<file path="src/pcg_pkg.sv">
// shared constants and types for the peripheral clock gating block
`default_nettype none
package pcg_pkg;
	// ==========================================
	// bus and register map
	localparam int          PCG_AW          = 12;
	localparam int          PCG_DW          = 32;
	localparam logic [11:0] PCG_OFS_CFG     = 12'h060;
	localparam logic [11:0] PCG_OFS_RUN     = 12'h104;
	localparam logic [11:0] PCG_OFS_SLEEP   = 12'h114;
	localparam logic [11:0] PCG_OFS_DEEP    = 12'h124;
	// ==========================================
	// field layout and reset values
	localparam logic [31:0] PCG_GATE_WMASK  = 32'h0007_5033;
	localparam logic [31:0] PCG_GATE_RST    = 32'h0000_0000;
	localparam int          PCG_ACG_BIT     = 27;
	localparam logic [31:0] PCG_CFG_WMASK   = 32'h0800_0000;
	localparam logic [31:0] PCG_CFG_RST     = 32'h0000_0000;
	localparam logic [31:0] PCG_ZERO        = 32'h0000_0000;
	// ==========================================
	// controlled units: index -> gating bit position
	localparam int          PCG_NUNIT       = 9;
	localparam int          PCG_UIW         = 4;
	localparam int          PCG_UNIT_BIT [PCG_NUNIT] = '{0, 1, 4, 5, 12, 14, 16, 17, 18};
	// ==========================================
	// power modes
	typedef enum logic [1:0] {
		PCG_RUN,
		PCG_SLEEP,
		PCG_DEEP
	} pcg_mode_t;
endpackage
`default_nettype wire

</file>
<file path="src/pcg_gate_cell.sv">
// one unit's registered clock enable
`timescale 1ns/1ps
`default_nettype none
module pcg_gate_cell
	import pcg_pkg::*;
(
	input  wire logic clk,
	input  wire logic sys_rst,
	input  wire logic gate_on,
	output var  logic clk_en
);
	// ==========================================
	// enable flop: changes only on a clock edge, so no glitches reach the unit gate
	always_ff @(posedge clk) begin
		if (sys_rst) begin
			clk_en <= 1'b0;
		end else begin
			clk_en <= gate_on;
		end
	end
endmodule
`default_nettype wire

</file>
<file path="src/pcg_bus_guard.sv">
// answers peripheral accesses: grant when clocked, bus fault when gated
`timescale 1ns/1ps
`default_nettype none
module pcg_bus_guard
	import pcg_pkg::*;
#(
	parameter int NUNIT = PCG_NUNIT
)
(
	input  wire logic               clk,
	input  wire logic               sys_rst,
	input  wire logic               periph_req,
	input  wire logic [PCG_UIW-1:0] periph_unit,
	input  wire logic [NUNIT-1:0]   unit_clk_en,
	output var  logic               periph_ok,
	output var  logic               periph_fault
);
	logic live;

	// unit exists and currently has its clock
	always_comb begin
		live = 1'b0;
		if (32'(periph_unit) < NUNIT) begin
			live = unit_clk_en[periph_unit];
		end
	end

	// ==========================================
	// one-cycle answer; a gated unit never sees the access
	always_ff @(posedge clk) begin
		if (sys_rst) begin
			periph_ok    <= 1'b0;
			periph_fault <= 1'b0;
		end else begin
			periph_ok    <= periph_req && live;
			periph_fault <= periph_req && !live;
		end
	end
endmodule
`default_nettype wire

</file>
<file path="src/pcg_gate_ctrl.sv">
// peripheral clock gating control, group 1: registers, mode select, enables
`timescale 1ns/1ps
`default_nettype none
module pcg_gate_ctrl
	import pcg_pkg::*;
#(
	parameter int NUNIT = PCG_NUNIT
)
(
	input  wire logic               clk,
	input  wire logic               sys_rst,
	input  wire logic [PCG_AW-1:0]  addr,
	input  wire logic [PCG_DW-1:0]  wr_data,
	input  wire logic               wr_stb,
	input  wire logic               rd_stb,
	output var  logic [PCG_DW-1:0]  rd_data,
	input  wire logic               sleep_req,
	input  wire logic               deepsleep_req,
	input  wire logic               periph_req,
	input  wire logic [PCG_UIW-1:0] periph_unit,
	output var  logic               periph_ok,
	output var  logic               periph_fault,
	output var  logic [NUNIT-1:0]   unit_clk_en
);
	logic [PCG_DW-1:0] run_clock_gate_1_q;
	logic [PCG_DW-1:0] sleep_clock_gate_1_q;
	logic [PCG_DW-1:0] deepsleep_clock_gate_1_q;
	logic [PCG_DW-1:0] run_clock_config_q;
	logic [PCG_DW-1:0] active_gate;
	logic [PCG_DW-1:0] rd_data_d;
	logic              auto_gating_select;
	logic [NUNIT-1:0]  active_unit;
	logic [NUNIT-1:0]  run_unit;
	pcg_mode_t         mode_q;
	pcg_mode_t         mode_d;
	logic              hit_run;
	logic              hit_sleep;
	logic              hit_deep;
	logic              hit_cfg;
	logic              unit_live;

	// ==========================================
	// address decode
	assign hit_run   = (addr == PCG_OFS_RUN);
	assign hit_sleep = (addr == PCG_OFS_SLEEP);
	assign hit_deep  = (addr == PCG_OFS_DEEP);
	assign hit_cfg   = (addr == PCG_OFS_CFG);
	assign auto_gating_select = run_clock_config_q[PCG_ACG_BIT];

	// ==========================================
	// run-mode gating register; reserved bits masked off
	always_ff @(posedge clk) begin
		if (sys_rst) begin
			run_clock_gate_1_q <= PCG_GATE_RST;
		end else if (wr_stb && hit_run) begin
			run_clock_gate_1_q <= wr_data & PCG_GATE_WMASK;
		end
	end

	// sleep-mode gating register, same layout
	always_ff @(posedge clk) begin
		if (sys_rst) begin
			sleep_clock_gate_1_q <= PCG_GATE_RST;
		end else if (wr_stb && hit_sleep) begin
			sleep_clock_gate_1_q <= wr_data & PCG_GATE_WMASK;
		end
	end

	// deep-sleep gating register, same layout
	always_ff @(posedge clk) begin
		if (sys_rst) begin
			deepsleep_clock_gate_1_q <= PCG_GATE_RST;
		end else if (wr_stb && hit_deep) begin
			deepsleep_clock_gate_1_q <= wr_data & PCG_GATE_WMASK;
		end
	end

	// run clock configuration: only the auto gating bit is kept here
	always_ff @(posedge clk) begin
		if (sys_rst) begin
			run_clock_config_q <= PCG_CFG_RST;
		end else if (wr_stb && hit_cfg) begin
			run_clock_config_q <= wr_data & PCG_CFG_WMASK;
		end
	end

	// ==========================================
	// read mux; unmapped offsets read zero
	always_comb begin
		rd_data_d = PCG_ZERO;
		if (hit_run) begin
			rd_data_d = run_clock_gate_1_q;
		end else if (hit_sleep) begin
			rd_data_d = sleep_clock_gate_1_q;
		end else if (hit_deep) begin
			rd_data_d = deepsleep_clock_gate_1_q;
		end else if (hit_cfg) begin
			rd_data_d = run_clock_config_q;
		end
	end

	// read data stand only in the cycle after the strobe
	always_ff @(posedge clk) begin
		if (sys_rst) begin
			rd_data <= PCG_ZERO;
		end else if (rd_stb) begin
			rd_data <= rd_data_d;
		end else begin
			rd_data <= PCG_ZERO;
		end
	end

	// ==========================================
	// power mode: sleep requests only honoured with auto gating set
	always_comb begin
		mode_d = PCG_RUN;
		case (mode_q)
			PCG_RUN, PCG_SLEEP, PCG_DEEP: begin
				if (auto_gating_select && deepsleep_req) begin
					mode_d = PCG_DEEP;
				end else if (auto_gating_select && sleep_req) begin
					mode_d = PCG_SLEEP;
				end else begin
					mode_d = PCG_RUN;
				end
			end
			default: begin
				mode_d = PCG_RUN;
			end
		endcase
	end

	always_ff @(posedge clk) begin
		if (sys_rst) begin
			mode_q <= PCG_RUN;
		end else begin
			mode_q <= mode_d;
		end
	end

	// pick the register that governs the current mode
	always_comb begin
		case (mode_q)
			PCG_SLEEP: active_gate = sleep_clock_gate_1_q;
			PCG_DEEP:  active_gate = deepsleep_clock_gate_1_q;
			PCG_RUN:   active_gate = run_clock_gate_1_q;
			default:   active_gate = run_clock_gate_1_q;
		endcase
	end

	// ==========================================
	// one enable cell per unit, picked from its bit position
	for (genvar u = 0; u < NUNIT; u++) begin : g_unit
		assign active_unit[u] = active_gate[PCG_UNIT_BIT[u]];
		assign run_unit[u]    = run_clock_gate_1_q[PCG_UNIT_BIT[u]];
		pcg_gate_cell u_cell (
			.clk     (clk),
			.sys_rst (sys_rst),
			.gate_on (active_unit[u]),
			.clk_en  (unit_clk_en[u])
		);
	end

	// ==========================================
	// bus fault for accesses to unclocked units
	pcg_bus_guard #(
		.NUNIT (NUNIT)
	) u_guard (
		.clk          (clk),
		.sys_rst      (sys_rst),
		.periph_req   (periph_req),
		.periph_unit  (periph_unit),
		.unit_clk_en  (unit_clk_en),
		.periph_ok    (periph_ok),
		.periph_fault (periph_fault)
	);

	// ==========================================
	// assertion helper: target unit exists and is clocked
	always_comb begin
		unit_live = 1'b0;
		if (32'(periph_unit) < NUNIT) begin
			unit_live = unit_clk_en[periph_unit];
		end
	end

	// ==========================================
	// assertions
	a_reset_clears: assert property (@(posedge clk)
		sys_rst |=> (run_clock_gate_1_q == PCG_GATE_RST)
			&& (sleep_clock_gate_1_q == PCG_GATE_RST)
			&& (deepsleep_clock_gate_1_q == PCG_GATE_RST)
			&& (unit_clk_en == '0) ##1 (unit_clk_en == '0))
		else $error("gating state not cleared by reset");

	a_clk_follows: assert property (@(posedge clk) disable iff (sys_rst)
		$past(!sys_rst) |-> unit_clk_en == $past(active_unit))
		else $error("unit enable does not follow active gate bit");

	a_gated_fault: assert property (@(posedge clk) disable iff (sys_rst)
		periph_req && !unit_live |=> periph_fault && !periph_ok)
		else $error("access to gated unit not faulted");

	a_live_grant: assert property (@(posedge clk) disable iff (sys_rst)
		periph_req && unit_live |=> periph_ok && !periph_fault)
		else $error("access to clocked unit not granted");

	a_timer_bits: assert property (@(posedge clk) disable iff (sys_rst)
		wr_stb && hit_run |=> run_clock_gate_1_q[18:16] == $past(wr_data[18:16]))
		else $error("timer enables not stored at 18:16");

	a_twowire_bits: assert property (@(posedge clk) disable iff (sys_rst)
		wr_stb && hit_run |=> run_clock_gate_1_q[14] == $past(wr_data[14])
			&& run_clock_gate_1_q[12] == $past(wr_data[12]))
		else $error("two-wire enables not stored at 14 and 12");

	a_sync_bits: assert property (@(posedge clk) disable iff (sys_rst)
		wr_stb && hit_run |=> run_clock_gate_1_q[5:4] == $past(wr_data[5:4]))
		else $error("sync serial enables not stored at 5:4");

	a_uart_bits: assert property (@(posedge clk) disable iff (sys_rst)
		wr_stb && hit_run |=> run_clock_gate_1_q[1:0] == $past(wr_data[1:0]))
		else $error("uart enables not stored at 1:0");

	a_resv_zero: assert property (@(posedge clk) disable iff (sys_rst)
		rd_stb && (hit_run || hit_sleep || hit_deep)
			|=> (rd_data & ~PCG_GATE_WMASK) == PCG_ZERO)
		else $error("reserved gating bits read nonzero");

	a_mode_pick: assert property (@(posedge clk) disable iff (sys_rst)
		mode_q == PCG_SLEEP |-> active_unit == g_sleep_units(sleep_clock_gate_1_q))
		else $error("sleep mode not using sleep gating register");

	a_acg_off_run: assert property (@(posedge clk) disable iff (sys_rst)
		!auto_gating_select |=> mode_q == PCG_RUN)
		else $error("sleep gating used without auto gating");

	a_sleep_read: assert property (@(posedge clk) disable iff (sys_rst)
		rd_stb && hit_sleep |=> rd_data == $past(sleep_clock_gate_1_q) ##1 rd_data == PCG_ZERO
			|| $past(rd_stb))
		else $error("sleep gating register read wrong");

	a_run_read: assert property (@(posedge clk) disable iff (sys_rst)
		rd_stb && hit_run |=> rd_data == $past(run_clock_gate_1_q))
		else $error("run gating register read wrong");

	a_switch_time: assert property (@(posedge clk) disable iff (sys_rst)
		wr_stb && hit_run && mode_q == PCG_RUN ##1 mode_q == PCG_RUN
			|=> unit_clk_en == $past(run_unit))
		else $error("run write not applied to enables in two cycles");

	a_run_resv: assert property (@(posedge clk) disable iff (sys_rst)
		(run_clock_gate_1_q & ~PCG_GATE_WMASK) == PCG_ZERO)
		else $error("run gating register holds reserved bits");

	a_sleep_resv: assert property (@(posedge clk) disable iff (sys_rst)
		(sleep_clock_gate_1_q & ~PCG_GATE_WMASK) == PCG_ZERO)
		else $error("sleep gating register holds reserved bits");

	a_deep_resv: assert property (@(posedge clk) disable iff (sys_rst)
		(deepsleep_clock_gate_1_q & ~PCG_GATE_WMASK) == PCG_ZERO)
		else $error("deep-sleep gating register holds reserved bits");

	a_cfg_only_acg: assert property (@(posedge clk) disable iff (sys_rst)
		(run_clock_config_q & ~PCG_CFG_WMASK) == PCG_ZERO)
		else $error("clock config keeps more than the auto gating bit");

	a_sleep_store: assert property (@(posedge clk) disable iff (sys_rst)
		wr_stb && hit_sleep |=> sleep_clock_gate_1_q == ($past(wr_data) & PCG_GATE_WMASK))
		else $error("sleep gating register write not stored");

	a_deep_store: assert property (@(posedge clk) disable iff (sys_rst)
		wr_stb && hit_deep |=> deepsleep_clock_gate_1_q == ($past(wr_data) & PCG_GATE_WMASK))
		else $error("deep-sleep gating register write not stored");

	a_run_hold: assert property (@(posedge clk) disable iff (sys_rst)
		!(wr_stb && hit_run) |=> $stable(run_clock_gate_1_q))
		else $error("run gating register changed without a write");

	a_deep_wins: assert property (@(posedge clk) disable iff (sys_rst)
		auto_gating_select && deepsleep_req |=> mode_q == PCG_DEEP)
		else $error("deep sleep request not entering deep mode");

	a_sleep_entry: assert property (@(posedge clk) disable iff (sys_rst)
		auto_gating_select && sleep_req && !deepsleep_req |=> mode_q == PCG_SLEEP)
		else $error("sleep request not entering sleep mode");

	a_deep_pick: assert property (@(posedge clk) disable iff (sys_rst)
		mode_q == PCG_DEEP |-> active_gate == deepsleep_clock_gate_1_q)
		else $error("deep mode not using deep-sleep gating register");

	a_run_pick: assert property (@(posedge clk) disable iff (sys_rst)
		mode_q == PCG_RUN |-> active_gate == run_clock_gate_1_q)
		else $error("run mode not using run gating register");

	a_one_answer: assert property (@(posedge clk) disable iff (sys_rst)
		!(periph_ok && periph_fault))
		else $error("access both granted and faulted");

	a_quiet_idle: assert property (@(posedge clk) disable iff (sys_rst)
		!periph_req |=> !periph_ok && !periph_fault)
		else $error("access answer without a request");

	a_read_idle: assert property (@(posedge clk) disable iff (sys_rst)
		!rd_stb |=> rd_data == PCG_ZERO)
		else $error("read data not zero outside read cycle");

	// sleep-register view for the mode check
	function automatic logic [NUNIT-1:0] g_sleep_units(input logic [PCG_DW-1:0] r);
		logic [NUNIT-1:0] v;
		v = '0;
		for (int i = 0; i < NUNIT; i++) begin
			v[i] = r[PCG_UNIT_BIT[i]];
		end
		return v;
	endfunction

	// ==========================================
	// scenario covers
	c_sleep_clocked: cover property (@(posedge clk) disable iff (sys_rst)
		mode_q == PCG_SLEEP && unit_clk_en != '0);
	c_fault_seen: cover property (@(posedge clk) disable iff (sys_rst)
		periph_fault);
	c_write_read: cover property (@(posedge clk) disable iff (sys_rst)
		wr_stb && hit_run ##1 rd_stb && hit_run ##1 rd_data != PCG_ZERO);
	c_deep_entry: cover property (@(posedge clk) disable iff (sys_rst)
		mode_q == PCG_RUN ##1 mode_q == PCG_DEEP);
	c_grant_seen: cover property (@(posedge clk) disable iff (sys_rst)
		periph_ok);
endmodule
`default_nettype wire

</file>
<file path="config.mk">
export PLATFORM = sky130hd
export DESIGN_NAME = pcg_gate_ctrl
export DESIGN_NICKNAME = d
export VERILOG_FILES = /design/src/pcg_pkg.sv /design/src/pcg_gate_cell.sv /design/src/pcg_bus_guard.sv /design/src/pcg_gate_ctrl.sv
export SDC_FILE = /design/constraint.sdc
export NUM_CORES = 1
export LEC_CHECK = 0
export ABC_AREA = 1
export BUFFER_PORTS_ARGS = -buffer_cell sky130_fd_sc_hd__buf_2
export CAP_MARGIN = 20
export CELL_PAD_IN_SITES_DETAIL_PLACEMENT = 0
export CELL_PAD_IN_SITES_GLOBAL_PLACEMENT = 1
export CORE_ASPECT_RATIO = 2
export CORE_MARGIN = 2
export CORE_UTILIZATION = 25
export DETAILED_ROUTE_END_ITERATION = 8
export GPL_TIMING_DRIVEN = 1
export HOLD_SLACK_MARGIN = 0.03
export PLACE_DENSITY = 0.68
export SLEW_MARGIN = 20
export SYNTH_ARGS = -nofsm -noshare
export SYNTH_HDL_FRONTEND = slang
export SYNTH_SLANG_ARGS = --single-unit
</file>
<file path="constraint.sdc">
create_clock -name clk -period 1.7 [get_ports clk]
set_input_delay 0.17 -clock clk [delete_from_list [all_inputs] [get_ports clk]]
set_output_delay 0.17 -clock clk [all_outputs]
set_load 0.02 [all_outputs]
</file>
==> summary.txt <==
Synthesis
  – Simple-gate share of the synthesized area: 35.3%
  – Post-synthesis sequential area ratio: 36.8%
  – Post-Synth Adder-Cell Area: 1.35%
  – Mux cell area share after synthesis: 0%
  – Flops & latches, synth: 51
  – Combinational family with the most area after synthesis: simple AND/OR/NAND/NOR gates
  – Synth warn: 0
  – Synth Area per Inst: 7.00 µm²
  – Post-synthesis instance total: 396
  – XOR/XNOR Fraction of Synth Area: 0%
  – Library cells used by synthesis: 25
  – Post-Syn Area: 2770 µm²
  – Compound-Gate Fraction of Synth Area: 8.71%

Global routing
  – Largest net degree at the start of global routing: 30
  – Initial antenna violation count: 0
  – Remaining Overflow, GRT: 0
  – First-pass GRT wire length: 13.2 mm
  – Total global-route track usage: 14.4%
  – Vias in the first global route: 2570

Detailed routing
  – Routed length per instance: 14.2 µm
  – DRC Markers: 0
  – Via count: 2680
  – DR iter-0 viols: 182
  – WL final: 8.29 mm
  – Via density: 4.58
  – 1st-pass router iterations: 5
  – Post-DRT Antenna Nets: 0

Hold path
  – Hold WC Path Type: input pin to flip-flop

STA
  – Worst hold slack: 52.7 ps
  – Final min period: 1450 ps
  – Final setup viols: 0
  – Final hold viol count: 0
  – Sum Neg Setup Slack: 0 ps
  – Highest clock rate: 688 MHz
  – Final worst path period share: 85.5%
  – Max-slew violations: 0
  – RSZ-0062 raised after global routing: false
  – Clk_skew: 6.00 ps

Power and ir drop
  – Maximum vdd drop: 0.408 mV
  – Power share of the combinational group: 10.0%
  – Clock power share: 42.7%
  – Switching Power: 633 µW
  – Sequential share of power: 47.3%
  – Switching share of power: 25.0%
  – Cell Pwr Density: 772 nW/µm²
  – Cell Int Power: 1.90 mW
  – Leak pwr: 1.43 nW

Layout
  – Antenna diode count: 0
  – Register Area: 1020 µm²
  – Area growth from synthesis to layout: 18.2%
  – Layout Nets: 502
  – Final core occ: 30.1%
  – Layout filler cell count: 1230
  – Multi-input gate area: 1340 µm²
  – Share of cells above drive strength 1: 20.2%
  – Fin cells: 585
  – Final Cell Area: 3280 µm²

Die
  – Chip height: 153 µm
  – Initial core utilization: 25.5%
  – Die W: 78.5 µm
  – Core area: 10900 µm²
  – Core Rows: 54
  – I/O pin total: 98
  – Die area: 12000 µm²

Placed design
  – Placer Congestion: 0.810
  – PortBufs: 53
  – Post-DP Area: 3120 µm²
  – Detailed placement HPWL: 6.20 mm
  – # placed instances: 577

Run status
  – Status: finished, final reports clean

Critical path
  – Worst Path Required: 1880 ps
  – Worst Setup Start Kind: flip-flop
  – Crit-path max FO: 17
  – CP Class: flip-flop to flip-flop
  – FF-to-FF setup slack: 250 ps
  – Worst setup EP type: flip-flop
  – WP data arrival: 1630 ps

Clock tree
  – CTS Buf Count: 5
  – Max Root-Sink Buffers: 2
  – TritonCTS Sinks: 51
  – Clock-pin slew on the worst setup and hold paths: 70 ps
  – Clock Latency Late Sink: 300 ps
  – Level count of the clock H-tree: 2
  – Root buf cell: clkbuf_16
  – CTS tree: yes
  – Hold-fix buffers, CTS: 0

Run
  – Max cap viols: 0
## what timing repair did
item	CTS	global route
resized for setup	0	1
setup endpoints to repair	0	1
setup buffers	0	0
endpoints found under the hold margin	0	0
## metrics by stage
stage               worst slack [ps]  power, mW
floorplan                        253       1.41
global placement                 168       1.47
detailed placement               125       1.48
CTS                             76.2       2.56
global route                     164       2.63
finish                           247       2.53
## power groups by stage
stage / clock (mW) / sequential, mW / combinational (mW)
after floorplan: 0 / 1.23 / 0.187
final: 1.08 / 1.20 / 0.253
after global placement: 0 / 1.22 / 0.250
after CTS: 1.11 / 1.20 / 0.252
after detailed placement: 0 / 1.22 / 0.252
after global routing: 1.15 / 1.20 / 0.278
## state kept, by name, indices dropped and copies added, names as in the netlist
name / cells
u_guard.periph_fault: 1
run_clock_config_q: 1
u_guard.periph_ok: 1
deepsleep_clock_gate_1_q: 9
g_unit.u_cell.clk_en: 9
run_clock_gate_1_q: 9
rd_data: 10
sleep_clock_gate_1_q: 9
mode_q: 2
## cell type report
cell class / instances / share of cell area, %
Clock buffer: 8 / 4.77
Inverter: 43 / 4.93
Multi-Input combinational cell: 273 / 41.0
Sequential cell: 51 / 31.2
Tap cell: 140 / 5.35
Timing Repair Buffer: 70 / 12.8
## final timing paths
check	cells after the start	start	to
worst max register to register	4	mode_q[0]	g_unit[5].u_cell.clk_en
worst min-delay path	2	deepsleep_req	mode_q[0]
worst min register to register	2	run_clock_config_q[27]	mode_q[1]
worst max-delay path	4	mode_q[0]	g_unit[5].u_cell.clk_en
## per-layer routing
metal  track usage, %  wire [µm]
met2             26.4       4400
met4             8.10        371
met1             15.2       3180
met3             2.24        341
met5                0          0
## worst max-delay path, stage by stage (launching register included)
cell,delay (ps)
dfxtp_1,370
inv_1,60
ha_2,520
a21oi_1,70
a221oi_1,310
## cells in the mapped netlist
| library cell | number | area [µm²] |
|---|---|---|
| nor2_4 | 4 | 45.0 |
| buf_1 | 3 | 11.3 |
| o211ai_1 | 9 | 67.6 |
| nand2_2 | 1 | 6.26 |
| dfxtp_1 | 51 | 1020 |
| nor2_2 | 2 | 12.5 |
| nand4_1 | 29 | 181 |
| nand3b_1 | 2 | 15.0 |
| nand2_1 | 67 | 251 |
| nor3_1 | 2 | 10.0 |
| nor3_4 | 2 | 32.5 |
| a221oi_1 | 9 | 78.8 |
| nor4_1 | 1 | 6.26 |
| ha_1 | 3 | 37.5 |
| nor2_1 | 72 | 270 |
| buf_2 | 5 | 25.0 |
| or2_2 | 1 | 6.26 |
| clkbuf_1 | 7 | 26.3 |
| inv_2 | 1 | 3.75 |
| inv_1 | 42 | 158 |
| conb_1 | 1 | 3.75 |
| a21oi_1 | 19 | 95.1 |
| nand3_1 | 28 | 140 |
| buf_6 | 1 | 11.3 |
| buf_4 | 34 | 255 |
## logic make-up after synthesis
family	Yosys count
flip-flops	51
buffers and inverters	93
adder cells (fa/ha/maj)	3
other	1
AO/OA/AOI/OAI	37
AND/OR/NAND/NOR	211
## cell usage in the layout, fill, tap and decap left out, types with 3 or more instances in the layout
cell type / instances
a21oi_1: 19
a221oi_1: 9
buf_2: 53
buf_4: 15
clkbuf_16: 5
conb_1: 22
dfxtp_1: 51
inv_1: 42
nand2_1: 67
nand3_1: 28
nand4_1: 29
nor2_1: 71
nor2_2: 3
nor2_4: 4
o211ai_1: 9
Note: power is estimated with default switching activity, not from simulation.
